File: config.mk
export PLATFORM = sky130hd
export DESIGN_NAME = adc_mux_and_control_regs
export DESIGN_NICKNAME = d
export VERILOG_FILES = /design/src/rtl/adc_ctrl_pkg.sv /design/src/rtl/conv_prescaler.sv /design/src/rtl/adc_mux_and_control_regs.sv
export VERILOG_INCLUDE_DIRS = /design/src /design/src/rtl
export SDC_FILE = /design/constraint.sdc
export NUM_CORES = 1
export LEC_CHECK = 0
export BUFFER_PORTS_ARGS = -buffer_cell sky130_fd_sc_hd__buf_2
export CAP_MARGIN = 20
export CORE_ASPECT_RATIO = 1.4
export CORE_UTILIZATION = 56
export DETAILED_ROUTE_END_ITERATION = 10
export HOLD_SLACK_MARGIN = 0.03
export PLACE_DENSITY = 0.95
export SLEW_MARGIN = 10
export SYNTH_ARGS = -nofsm -noshare
export SYNTH_HDL_FRONTEND = slang
export SYNTH_SLANG_ARGS = --single-unit
File: constraint.sdc
create_clock -name clk_i -period 5.7 [get_ports clk_i]
set_input_delay 0.285 -clock clk_i [delete_from_list [all_inputs] [get_ports clk_i]]
set_output_delay 0.285 -clock clk_i [all_outputs]
set_load 0.1 [all_outputs]
File: src/rtl/adc_ctrl_cfg.svh
// register map, field positions, reset values and timing counts of the converter control
`ifndef ADC_CTRL_CFG_SVH
`define ADC_CTRL_CFG_SVH
// byte addresses of the word-wide registers
`define OFS_MUX_SEL     8'h00
`define OFS_CTRL_A      8'h04
`define OFS_CTRL_B      8'h08
`define OFS_RES_LOW     8'h0C
`define OFS_RES_HIGH    8'h10
`define OFS_MISC        8'h14
// input_mux_select fields
`define MUX_REF_HI      7
`define MUX_REF_LO      6
`define MUX_LEFT_ADJ    5
`define MUX_CHAN_HI     4
// converter_control_a fields
`define CA_ENABLE       7
`define CA_START        6
`define CA_AUTO         5
`define CA_DONE         4
`define CA_IRQ_EN       3
`define CA_DIV_HI       2
// converter_control_b and analog_misc_control fields
`define CB_TRIG_HI      2
`define MISC_EXT_PIN    0
// reset values
`define RST_MUX_SEL     8'h00
`define RST_CTRL_A      8'h00
`define RST_CTRL_B      3'h0
`define RST_RESULT      10'h000
// conversion lengths in converter clock cycles
`define CYC_NORMAL      5'h0D
`define CYC_LONG        5'h19
`endif

File: src/rtl/adc_ctrl_pkg.sv
// types shared by the converter control logic
package adc_ctrl_pkg;
  // converter reference choices
  typedef enum logic [1:0] {
    REF_AVCC    = 2'h0,
    REF_EXT_PIN = 2'h1,
    REF_INT_1V1 = 2'h2,
    REF_INT_2V56 = 2'h3
  } ref_e;
  // internal single-ended sources
  typedef enum logic [2:0] {
    SRC_PIN      = 3'h0,
    SRC_TEMP     = 3'h1,
    SRC_BANDGAP  = 3'h2,
    SRC_QUARTER  = 3'h3,
    SRC_GROUND   = 3'h4,
    SRC_RESERVED = 3'h5
  } int_src_e;
  // conversion sequencer, one-hot
  typedef enum logic [1:0] {
    ST_IDLE = 2'h1,
    ST_CONV = 2'h2
  } conv_state_e;
  // selection handed to the analog multiplexer and gain stage
  typedef struct packed {
    ref_e       ref_sel;
    int_src_e   int_src;
    logic       diff;
    logic       gain_20x;
    logic [3:0] pos_in;
    logic [3:0] neg_in;
  } analog_sel_s;
endpackage

File: src/rtl/conv_prescaler.sv
// converter clock prescaler: one-cycle enable pulse every 2..128 system clocks
`timescale 1ns/1ps
`default_nettype none
module conv_prescaler #(
  parameter int CNT_W = 7
) (
  // clock and reset
  input  wire logic       clk_i,
  input  wire logic       rst_i,
  // control
  input  wire logic       run_i,
  input  wire logic [2:0] div_sel_i,
  // converter clock enable
  output logic            tick_o
);
  logic [CNT_W-1:0] cnt_ff;
  logic [CNT_W-1:0] limit;

  // codes 0 and 1 both divide by two, others by a power of two
  assign limit  = (div_sel_i == 3'h0) ? CNT_W'(1)
                : CNT_W'((8'h01 << div_sel_i) - 8'h01);
  assign tick_o = run_i && (cnt_ff == limit);

  // held at zero while idle so every conversion starts on a full period
  always_ff @(posedge clk_i) begin
    if (rst_i || !run_i || tick_o) begin
      cnt_ff <= '0;
    end else begin
      cnt_ff <= cnt_ff + CNT_W'(1);
    end
  end
endmodule // conv_prescaler
`default_nettype wire

File: src/rtl/adc_mux_and_control_regs.sv
// converter input selection, control register and conversion sequencing on wishbone
// Functional notes
// reference bits plus pin enable pick reference
// reference change waits for running conversion
// conversion after reference change takes 25
// left-adjust bit selects result alignment
// alignment change shows on reads immediately
// channel change waits for running conversion
// low channel codes: pins, sensors, ground
// differential codes: even 8x, odd 20x
// differential pairs follow fixed pin order
// enable powers converter, clear aborts conversion
// single mode: start per conversion; free once
// first conversion after enable takes 25
// start reads busy, self-clears, zero ignored
// auto trigger starts on source rising edge
// completion sets flag, write-one or vector clears
// divider codes give 2,2,4..128
// low read locks result until high read
// trigger source field picks among eight
// all register bits reset to zero
// free running restarts after each completion
//
// Our own choices: the Wishbone slave port and the register addresses.
`timescale 1ns/1ps
`default_nettype none
`include "adc_ctrl_cfg.svh"
module adc_mux_and_control_regs #(
  parameter int RES_W = 10
) (
  // clock and reset
  input  wire logic                    clk_i,
  input  wire logic                    rst_i,
  // wishbone slave
  input  wire logic [7:0]              adr_i,
  input  wire logic [31:0]             dat_i,
  input  wire logic [3:0]              sel_i,
  input  wire logic                    we_i,
  input  wire logic                    cyc_i,
  input  wire logic                    stb_i,
  output logic [31:0]                  dat_o,
  output logic                         ack_o,
  // converter core and trigger sources
  input  wire logic [RES_W-1:0]        conv_result_i,
  input  wire logic [6:0]              trig_src_i,
  input  wire logic                    irq_vector_ack_i,
  // to analog side
  output adc_ctrl_pkg::analog_sel_s    analog_sel_o,
  output logic                         adc_power_o,
  output logic                         conv_busy_o,
  output logic                         conv_step_o,
  output logic                         conv_init_o,
  output logic                         done_irq_req_o
);
  // register state
  logic [7:0]                      mux_ff;
  logic                            ext_pin_ff;
  logic                            en_ff;
  logic                            auto_ff;
  logic                            done_ff;
  logic                            ie_ff;
  logic [2:0]                      div_ff;
  logic [2:0]                      trig_sel_ff;
  logic [RES_W-1:0]                res_ff;
  logic                            lock_ff;
  logic                            ack_ff;
  logic [31:0]                     dat_ff;
  // conversion state
  adc_ctrl_pkg::conv_state_e       state_ff;
  adc_ctrl_pkg::conv_state_e       nxt_state;
  logic [4:0]                      cnt_ff;
  logic [4:0]                      len_ff;
  logic                            init_pend_ff;
  logic                            ref_pend_ff;
  logic [1:0]                      act_ref_ff;
  adc_ctrl_pkg::analog_sel_s       sel_ff;
  adc_ctrl_pkg::analog_sel_s       nxt_sel;
  logic                            trig_prev_ff;

  // bus decode
  logic        acc;
  logic        wr;
  logic        rd;
  logic        wr_mux;
  logic        wr_ca;
  logic        wr_cb;
  logic        wr_misc;
  logic        rd_low;
  logic        rd_high;
  logic [7:0]  wb;
  logic [31:0] rdata;
  logic [7:0]  res_low;
  logic [7:0]  res_high;

  // a request is taken once; ack blocks the held request from being seen twice
  assign acc     = cyc_i && stb_i && !ack_ff;
  assign wr      = acc && we_i && sel_i[0];
  assign rd      = acc && !we_i;
  assign wb      = dat_i[7:0];
  assign wr_mux  = wr && (adr_i == `OFS_MUX_SEL);
  assign wr_ca   = wr && (adr_i == `OFS_CTRL_A);
  assign wr_cb   = wr && (adr_i == `OFS_CTRL_B);
  assign wr_misc = wr && (adr_i == `OFS_MISC);
  assign rd_low  = rd && (adr_i == `OFS_RES_LOW);
  assign rd_high = rd && (adr_i == `OFS_RES_HIGH);

  // result presentation follows the live left-adjust bit
  assign res_low  = mux_ff[`MUX_LEFT_ADJ] ? {res_ff[1:0], 6'h00} : res_ff[7:0];
  assign res_high = mux_ff[`MUX_LEFT_ADJ] ? res_ff[9:2] : {6'h00, res_ff[9:8]};

  // read data mux; unmapped addresses read zero
  always_comb begin
    rdata = 32'h0000_0000;
    case (adr_i)
      `OFS_MUX_SEL:  rdata[7:0] = mux_ff;
      `OFS_CTRL_A:   rdata[7:0] = {en_ff, conv_busy_o, auto_ff, done_ff, ie_ff, div_ff};
      `OFS_CTRL_B:   rdata[2:0] = trig_sel_ff;
      `OFS_RES_LOW:  rdata[7:0] = res_low;
      `OFS_RES_HIGH: rdata[7:0] = res_high;
      `OFS_MISC:     rdata[0]   = ext_pin_ff;
      default:       rdata = 32'h0000_0000;
    endcase
  end

  // bus answer one cycle after the request is taken
  always_ff @(posedge clk_i) begin
    if (rst_i) begin
      ack_ff <= 1'b0;
      dat_ff <= 32'h0000_0000;
    end else begin
      ack_ff <= acc;
      if (rd) begin
        dat_ff <= rdata;
      end
    end
  end
  assign ack_o = ack_ff;
  assign dat_o = dat_ff;

  // converter clock
  logic tick;
  conv_prescaler #(.CNT_W(7)) u_presc (
    .clk_i     (clk_i),
    .rst_i     (rst_i),
    .run_i     (state_ff == adc_ctrl_pkg::ST_CONV),
    .div_sel_i (div_ff),
    .tick_o    (tick)
  );

  // sequencing terms
  logic       busy;
  logic       nxt_en;
  logic       en_rise;
  logic       conv_done;
  logic       trig_lvl;
  logic [7:0] trig_vec;
  logic       free_run;
  logic       sw_start;
  logic       hw_start;
  logic       fr_restart;
  logic       start;
  logic       apply;
  logic       ref_chg;
  logic       need_long;

  assign busy       = (state_ff == adc_ctrl_pkg::ST_CONV);
  assign nxt_en     = wr_ca ? wb[`CA_ENABLE] : en_ff;
  assign en_rise    = nxt_en && !en_ff;
  assign conv_done  = busy && en_ff && tick && (cnt_ff == len_ff - 5'h01);
  // code 0 is free running and has no trigger line of its own
  assign trig_vec   = {trig_src_i, 1'b0};
  assign trig_lvl   = trig_vec[trig_sel_ff];
  assign free_run   = auto_ff && (trig_sel_ff == 3'h0);
  // writing zero to start does nothing; a start while busy is absorbed
  assign sw_start   = wr_ca && wb[`CA_START] && nxt_en && !busy;
  assign hw_start   = auto_ff && en_ff && trig_lvl && !trig_prev_ff && !busy;
  assign fr_restart = conv_done && free_run && nxt_en;
  assign start      = sw_start || hw_start || fr_restart;
  // selection only moves between conversions
  assign apply      = !busy || conv_done;
  assign ref_chg    = apply && (mux_ff[`MUX_REF_HI:`MUX_REF_LO] != act_ref_ff);
  assign need_long  = init_pend_ff || en_rise || ref_pend_ff || ref_chg;

  // channel, gain and reference decode from the software fields
  logic [4:0] ch;
  assign ch = mux_ff[`MUX_CHAN_HI:0];
  always_comb begin
    nxt_sel          = '0;
    nxt_sel.diff     = ch[4];
    nxt_sel.gain_20x = ch[4] && ch[0];
    // the unlisted combination internal-with-pin-enable falls back to the pin
    if (ext_pin_ff) begin
      nxt_sel.ref_sel = adc_ctrl_pkg::REF_EXT_PIN;
    end else if (!mux_ff[`MUX_REF_LO]) begin
      nxt_sel.ref_sel = adc_ctrl_pkg::REF_AVCC;
    end else if (mux_ff[`MUX_REF_HI]) begin
      nxt_sel.ref_sel = adc_ctrl_pkg::REF_INT_2V56;
    end else begin
      nxt_sel.ref_sel = adc_ctrl_pkg::REF_INT_1V1;
    end
    if (ch[4]) begin
      case (ch[3:1])
        3'h0:    nxt_sel.pos_in = 4'h0;
        3'h1:    nxt_sel.pos_in = 4'h1;
        3'h2:    nxt_sel.pos_in = 4'h2;
        3'h3:    nxt_sel.pos_in = 4'h4;
        3'h4:    nxt_sel.pos_in = 4'h5;
        3'h5:    nxt_sel.pos_in = 4'h6;
        3'h6:    nxt_sel.pos_in = 4'h8;
        default: nxt_sel.pos_in = 4'h9;
      endcase
      nxt_sel.neg_in = nxt_sel.pos_in + 4'h1;
    end else begin
      case (ch[3:0])
        4'hB:    nxt_sel.int_src = adc_ctrl_pkg::SRC_TEMP;
        4'hC:    nxt_sel.int_src = adc_ctrl_pkg::SRC_BANDGAP;
        4'hD:    nxt_sel.int_src = adc_ctrl_pkg::SRC_QUARTER;
        4'hE:    nxt_sel.int_src = adc_ctrl_pkg::SRC_GROUND;
        4'hF:    nxt_sel.int_src = adc_ctrl_pkg::SRC_RESERVED;
        default: nxt_sel.pos_in  = ch[3:0];
      endcase
    end
  end

  // software registers; all fields clear at reset
  always_ff @(posedge clk_i) begin
    if (rst_i) begin
      mux_ff      <= `RST_MUX_SEL;
      ext_pin_ff  <= 1'b0;
      {en_ff, auto_ff, ie_ff, div_ff} <= 6'(`RST_CTRL_A);
      trig_sel_ff <= `RST_CTRL_B;
    end else begin
      if (wr_mux) mux_ff <= wb;
      if (wr_misc) ext_pin_ff <= wb[`MISC_EXT_PIN];
      if (wr_cb) trig_sel_ff <= wb[`CB_TRIG_HI:0];
      if (wr_ca) begin
        en_ff   <= wb[`CA_ENABLE];
        auto_ff <= wb[`CA_AUTO];
        ie_ff   <= wb[`CA_IRQ_EN];
        div_ff  <= wb[`CA_DIV_HI:0];
      end
    end
  end

  // done flag: completion wins over a same-cycle clear
  always_ff @(posedge clk_i) begin
    if (rst_i) begin
      done_ff <= 1'b0;
    end else if (conv_done) begin
      done_ff <= 1'b1;
    end else if ((wr_ca && wb[`CA_DONE]) || irq_vector_ack_i) begin
      done_ff <= 1'b0;
    end
  end

  // result capture; a pending low-byte read freezes it, the new result is dropped
  always_ff @(posedge clk_i) begin
    if (rst_i) begin
      res_ff  <= `RST_RESULT;
      lock_ff <= 1'b0;
    end else begin
      if (conv_done && !lock_ff) res_ff <= conv_result_i;
      if (rd_high) begin
        lock_ff <= 1'b0;
      end else if (rd_low) begin
        lock_ff <= 1'b1;
      end
    end
  end

  // sequencer next state; clearing enable aborts
  always_comb begin
    nxt_state = state_ff;
    case (state_ff)
      adc_ctrl_pkg::ST_IDLE: if (start) nxt_state = adc_ctrl_pkg::ST_CONV;
      adc_ctrl_pkg::ST_CONV: begin
        if (!en_ff) begin
          nxt_state = adc_ctrl_pkg::ST_IDLE;
        end else if (conv_done && !fr_restart) begin
          nxt_state = adc_ctrl_pkg::ST_IDLE;
        end
      end
      default: nxt_state = adc_ctrl_pkg::ST_IDLE;
    endcase
  end

  // sequencer, cycle count and pending long-conversion causes
  always_ff @(posedge clk_i) begin
    if (rst_i) begin
      state_ff     <= adc_ctrl_pkg::ST_IDLE;
      cnt_ff       <= 5'h00;
      len_ff       <= `CYC_NORMAL;
      init_pend_ff <= 1'b0;
      ref_pend_ff  <= 1'b0;
      trig_prev_ff <= 1'b0;
    end else begin
      state_ff     <= nxt_state;
      trig_prev_ff <= trig_lvl;
      if (start) begin
        cnt_ff <= 5'h00;
        len_ff <= need_long ? `CYC_LONG : `CYC_NORMAL;
      end else if (busy && tick) begin
        cnt_ff <= cnt_ff + 5'h01;
      end
      init_pend_ff <= !start && (init_pend_ff || en_rise) && nxt_en;
      ref_pend_ff  <= !start && (ref_pend_ff || ref_chg);
    end
  end

  // applied selection held stable through a conversion
  always_ff @(posedge clk_i) begin
    if (rst_i) begin
      sel_ff     <= '0;
      act_ref_ff <= 2'h0;
    end else if (apply) begin
      sel_ff     <= nxt_sel;
      act_ref_ff <= mux_ff[`MUX_REF_HI:`MUX_REF_LO];
    end
  end

  // analog side outputs
  assign analog_sel_o   = sel_ff;
  assign adc_power_o    = en_ff;
  assign conv_busy_o    = busy;
  assign conv_step_o    = busy && tick;
  assign conv_init_o    = busy && (len_ff == `CYC_LONG);
  assign done_irq_req_o = done_ff && ie_ff;

  // checks
  done_flag_a: assert property (@(posedge clk_i) disable iff (rst_i)
    conv_done |=> done_ff) else $error("done flag not set on completion");
  abort_off_a: assert property (@(posedge clk_i) disable iff (rst_i)
    (busy && !en_ff) |=> !busy) else $error("conversion not aborted when disabled");
  chan_hold_a: assert property (@(posedge clk_i) disable iff (rst_i)
    (busy && !conv_done) |=> $stable(sel_ff.pos_in) && $stable(sel_ff.neg_in))
    else $error("channel changed during conversion");
  ref_hold_a: assert property (@(posedge clk_i) disable iff (rst_i)
    (busy && !conv_done) |=> $stable(act_ref_ff)) else $error("reference changed mid conversion");
  long_first_a: assert property (@(posedge clk_i) disable iff (rst_i)
    (start && en_rise) |=> (len_ff == 5'h19)) else $error("first conversion not 25 cycles");
  long_ref_a: assert property (@(posedge clk_i) disable iff (rst_i)
    (start && ref_chg) |=> (len_ff == 5'h19)) else $error("reference change not long");
  normal_len_a: assert property (@(posedge clk_i) disable iff (rst_i)
    (start && !need_long) |=> (len_ff == 5'h0D)) else $error("normal conversion not 13");
  result_lock_a: assert property (@(posedge clk_i) disable iff (rst_i)
    (lock_ff && !rd_high) |=> $stable(res_ff)) else $error("result updated while locked");
  left_align_a: assert property (@(posedge clk_i) disable iff (rst_i)
    mux_ff[5] |-> (res_high == res_ff[9:2])) else $error("left alignment wrong");
  free_run_a: assert property (@(posedge clk_i) disable iff (rst_i)
    (conv_done && free_run && en_ff && !wr_ca) |=> busy) else $error("free run did not restart");
  zero_start_a: assert property (@(posedge clk_i) disable iff (rst_i)
    (wr_ca && !wb[6] && !busy && !hw_start) |=> !busy) else $error("zero start began a conversion");
  trig_edge_a: assert property (@(posedge clk_i) disable iff (rst_i)
    (hw_start) |=> busy ##0 $past(trig_lvl)) else $error("trigger edge missed");
endmodule // adc_mux_and_control_regs
`default_nettype wire

==> flow_summary_export.csv <==
group,metric,value,unit
synthesis,synthArstFlopShare,0,%
synthesis,yosysMostFrequentCell,"dfxtp_1",
worst_setup_path,crit_required,5.91,ns
grt,grt_pass1_wl,15200,um
min_path,min_path_type,"input port to flip-flop",
route,post_drt_wl_per_cell,15.1,um
synthesis,ys_seq_elements,75,
clock_tree,htree_levels,3,
worst_setup_path,crit_fanout,10,
worst_setup_path,cp_top_family,"simple AND/OR/NAND/NOR gates",
synthesis,synth-edff-count,0,
worst_setup_path,cp_cell_sequence,"o21ai_1 -> xnor2_1 -> a2111o_2 -> nor4_4 -> mux2i_1 -> nor2_1",
power,irDropWorstVdd,0.214,mV
floorplan,start_util,57.9,%
grt,gr-total-overflow,0,
clock_tree,clk_pin_slew,0.08,ns
placed_design,dp_cells,590,
timing,whs,0.166,ns
clock_tree,clk_latency,0.36,ns
synthesis,synthTopCellsByArea,"dfxtp_1 (37%), mux2i_1 (9.0%), nor2_1 (6.8%), buf_4 (5.0%), nand2_1 (3.6%)",
synthesis,synth.avg_cell_area,8.85,um2
clock_tree,clock_sinks,75,
power,powerDensity,232,nW/um2
worst_setup_path,cp.arrival,2.93,ns
power,leakage,0.00176,uW
layout,layout-drive-gt1-share,22.5,%
outcome,run_status,"finished clean",
synthesis,ys_seq_area_share,37.4,%
route,routed_wl,9170,um
route,ant_nets,0,
floorplan,dieHeight,102,um
clock_tree,cts-buffers-inserted,9,
clock_tree,cts_resized,0,
grt,antenna_found_initial,0,
timing,rsz0062_at_grt,"no",
clock_tree,cts_hold_buf,0,
timing,finalClockSkew,0.0128,ns
worst_setup_path,crit_type,"flip-flop to flip-flop",
timing,tightest_slew,1.09,ns
placed_design,gp_congestion,0.936,
timing,slew_headroom,27.6,%
timing,hold_viol,0,
worst_setup_path,cp_num_buf_inv,0,
clock_tree,clock_path_buffers,2,
timing,period_share,47.8,%
synthesis,yosysTopAreaCell,"dfxtp_1",
worst_setup_path,critPathMaxStageDelay,0.84,ns
clock_tree,clockRootBuffer,"clkbuf_8",
timing,setup_viol,0,
synthesis,synth_area,4020,um2
layout,final_nets,577,
synthesis,yosys-top-cells-count,"dfxtp_1 (75), nor2_1 (73), nand2_1 (39)",
route,viasPerCell,5.66,
flow_run,max_cap_viol_count,0,
floorplan,floorplan.rows,36,
clock_tree,cts_tree,"built",
floorplan,core_area,6940,um2
synthesis,ys.flop_type,"dfxtp_1",
route,drc_errors,0,
floorplan,dieArea,7520,um2
placed_design,dp_hpwl,6730,um
synthesis,synth.top_cell.area_share,37.4,%
grt,grt_pass1_vias,3284,
synthesis,syn_inst,454,
synthesis,synth.distinct_cells,71,
placed_design,port_buffers,68,
timing,finalSetupTns,0,ns
worst_setup_path,worstSetupStartpointType,"flip-flop",
worst_setup_path,crit_slowest_cell,"nor4_4",
route,drt_iter0_drc,189,
floorplan,pin_count,120,
route,first_pass_iters,5,
synthesis,ys_warn_count,0,
route,vias,3431,
layout,num_antenna_cells,0,
timing,slew_viol_final,0,
worst_setup_path,end_kind,"flip-flop",
clock_tree,cts_setup_buffers,0,
grt,grt_max_degree,63,
timing,fin_crit,2.72,ns
layout,fin_cells,606,
floorplan,fp.dieW,73.6,um
grt,grt_use_total,26.5,%
timing,fmax,0.367,GHz
layout,area_delta_synth_final,9.62,%
## report_power, final
part | total, uW | internal [uW] | switching, uW
combinational | 121 | 16.7 | 104
sequential | 525 | 525 | 0.622
clock | 374 | 169 | 206
total | 1020 | 710 | 310
## worst min-delay path, delay by kind of cell
kind / cells / cell delay, ns
buffers and inverters: 1 / 0.08
and+or+nand+nor: 1 / 0.07
muxes: 1 / 0.06
## through the flow
stage / area [um2] / utilization, % / total power (uW) / setup WS [ns]
after global placement: 4230 / 60.9 / 657 / 3.13
after global routing: 4400 / 63.5 / 1050 / 2.80
after floorplan: 4100 / - / 650 / 2.74
after detailed placement: 4230 / 60.9 / 658 / 3.04
final: 4400 / 63.5 / 1020 / 2.98
after CTS: 4400 / 63.5 / 1020 / 2.98
## worst paths after layout
path	slack (ns)	startpoint	end	cells after the start
max	2.98	div_ff[2]	res_ff[3]	6
min	0.17	conv_result_i[9]	res_ff[9]	3
max reg2reg	2.98	div_ff[2]	res_ff[3]	6
min reg2reg	0.47	dat_o[5]	dat_o[5]	2
## routing by layer
metal  track usage (%)  wire (um)
met5                 0          0
met4              15.5        425
met3              5.33        406
met2              46.5       4710
met1              29.2       3630
## layout make-up
| type | instances | area [um2] |
|---|---|---|
| fillers | 578 | 2530 |
| multi-input cells | 341 | 2220 |
| flip-flops and latches | 75 | 1500 |
| repair buffers | 68 | 340 |
| clock buffers | 10 | 138 |
| well taps | 95 | 119 |
| clock inverters | 6 | 41.3 |
| inverters | 11 | 41.3 |
## registers in the layout, indices dropped and copies added (netlist names)
name / flops
init_pend_ff: 1
adc_power_o: 1
ack_o: 1
auto_ff: 1
ext_pin_ff: 1
dat_o: 8
trig_sel_ff: 3
lock_ff: 1
trig_prev_ff: 1
div_ff: 3
cnt_ff: 5
ie_ff: 1
u_presc.cnt_ff: 7
len_ff: 2
analog_sel_o: 15
res_ff: 10
act_ref_ff: 2
ref_pend_ff: 1
mux_ff: 8
done_ff: 1
state_ff: 2
## kinds of logic after synthesis
| kind of cell | Yosys count | share of synthesized area, % |
|---|---|---|
| xor gates and xnor gates | 17 | 3.71 |
| buffers and inverters | 61 | 9.44 |
| AOI/OAI and AO/OA | 75 | 14.5 |
| adders and majority gates | 4 | 1.25 |
| muxes | 41 | 10.7 |
| and+or+nand+nor | 180 | 23.0 |
| other | 1 | 0.0933 |
| DFF | 75 | 37.4 |
## cell usage in the layout (no fill, tap or decap), types with 9 or more instances in the layout
cell / Yosys / routed
dfxtp_1: 75 / 75
nor2_1: 73 / 73
buf_2: 3 / 68
nand2_1: 39 / 39
mux2i_1: 36 / 36
a21oi_1: 26 / 26
conb_1: 1 / 24
nand3_1: 15 / 15
xnor2_1: 12 / 12
inv_1: 10 / 10
clkbuf_8: 0 / 10
nor3_1: 9 / 9
o21ai_0: 9 / 9
(Power assumes the default switching activity.)
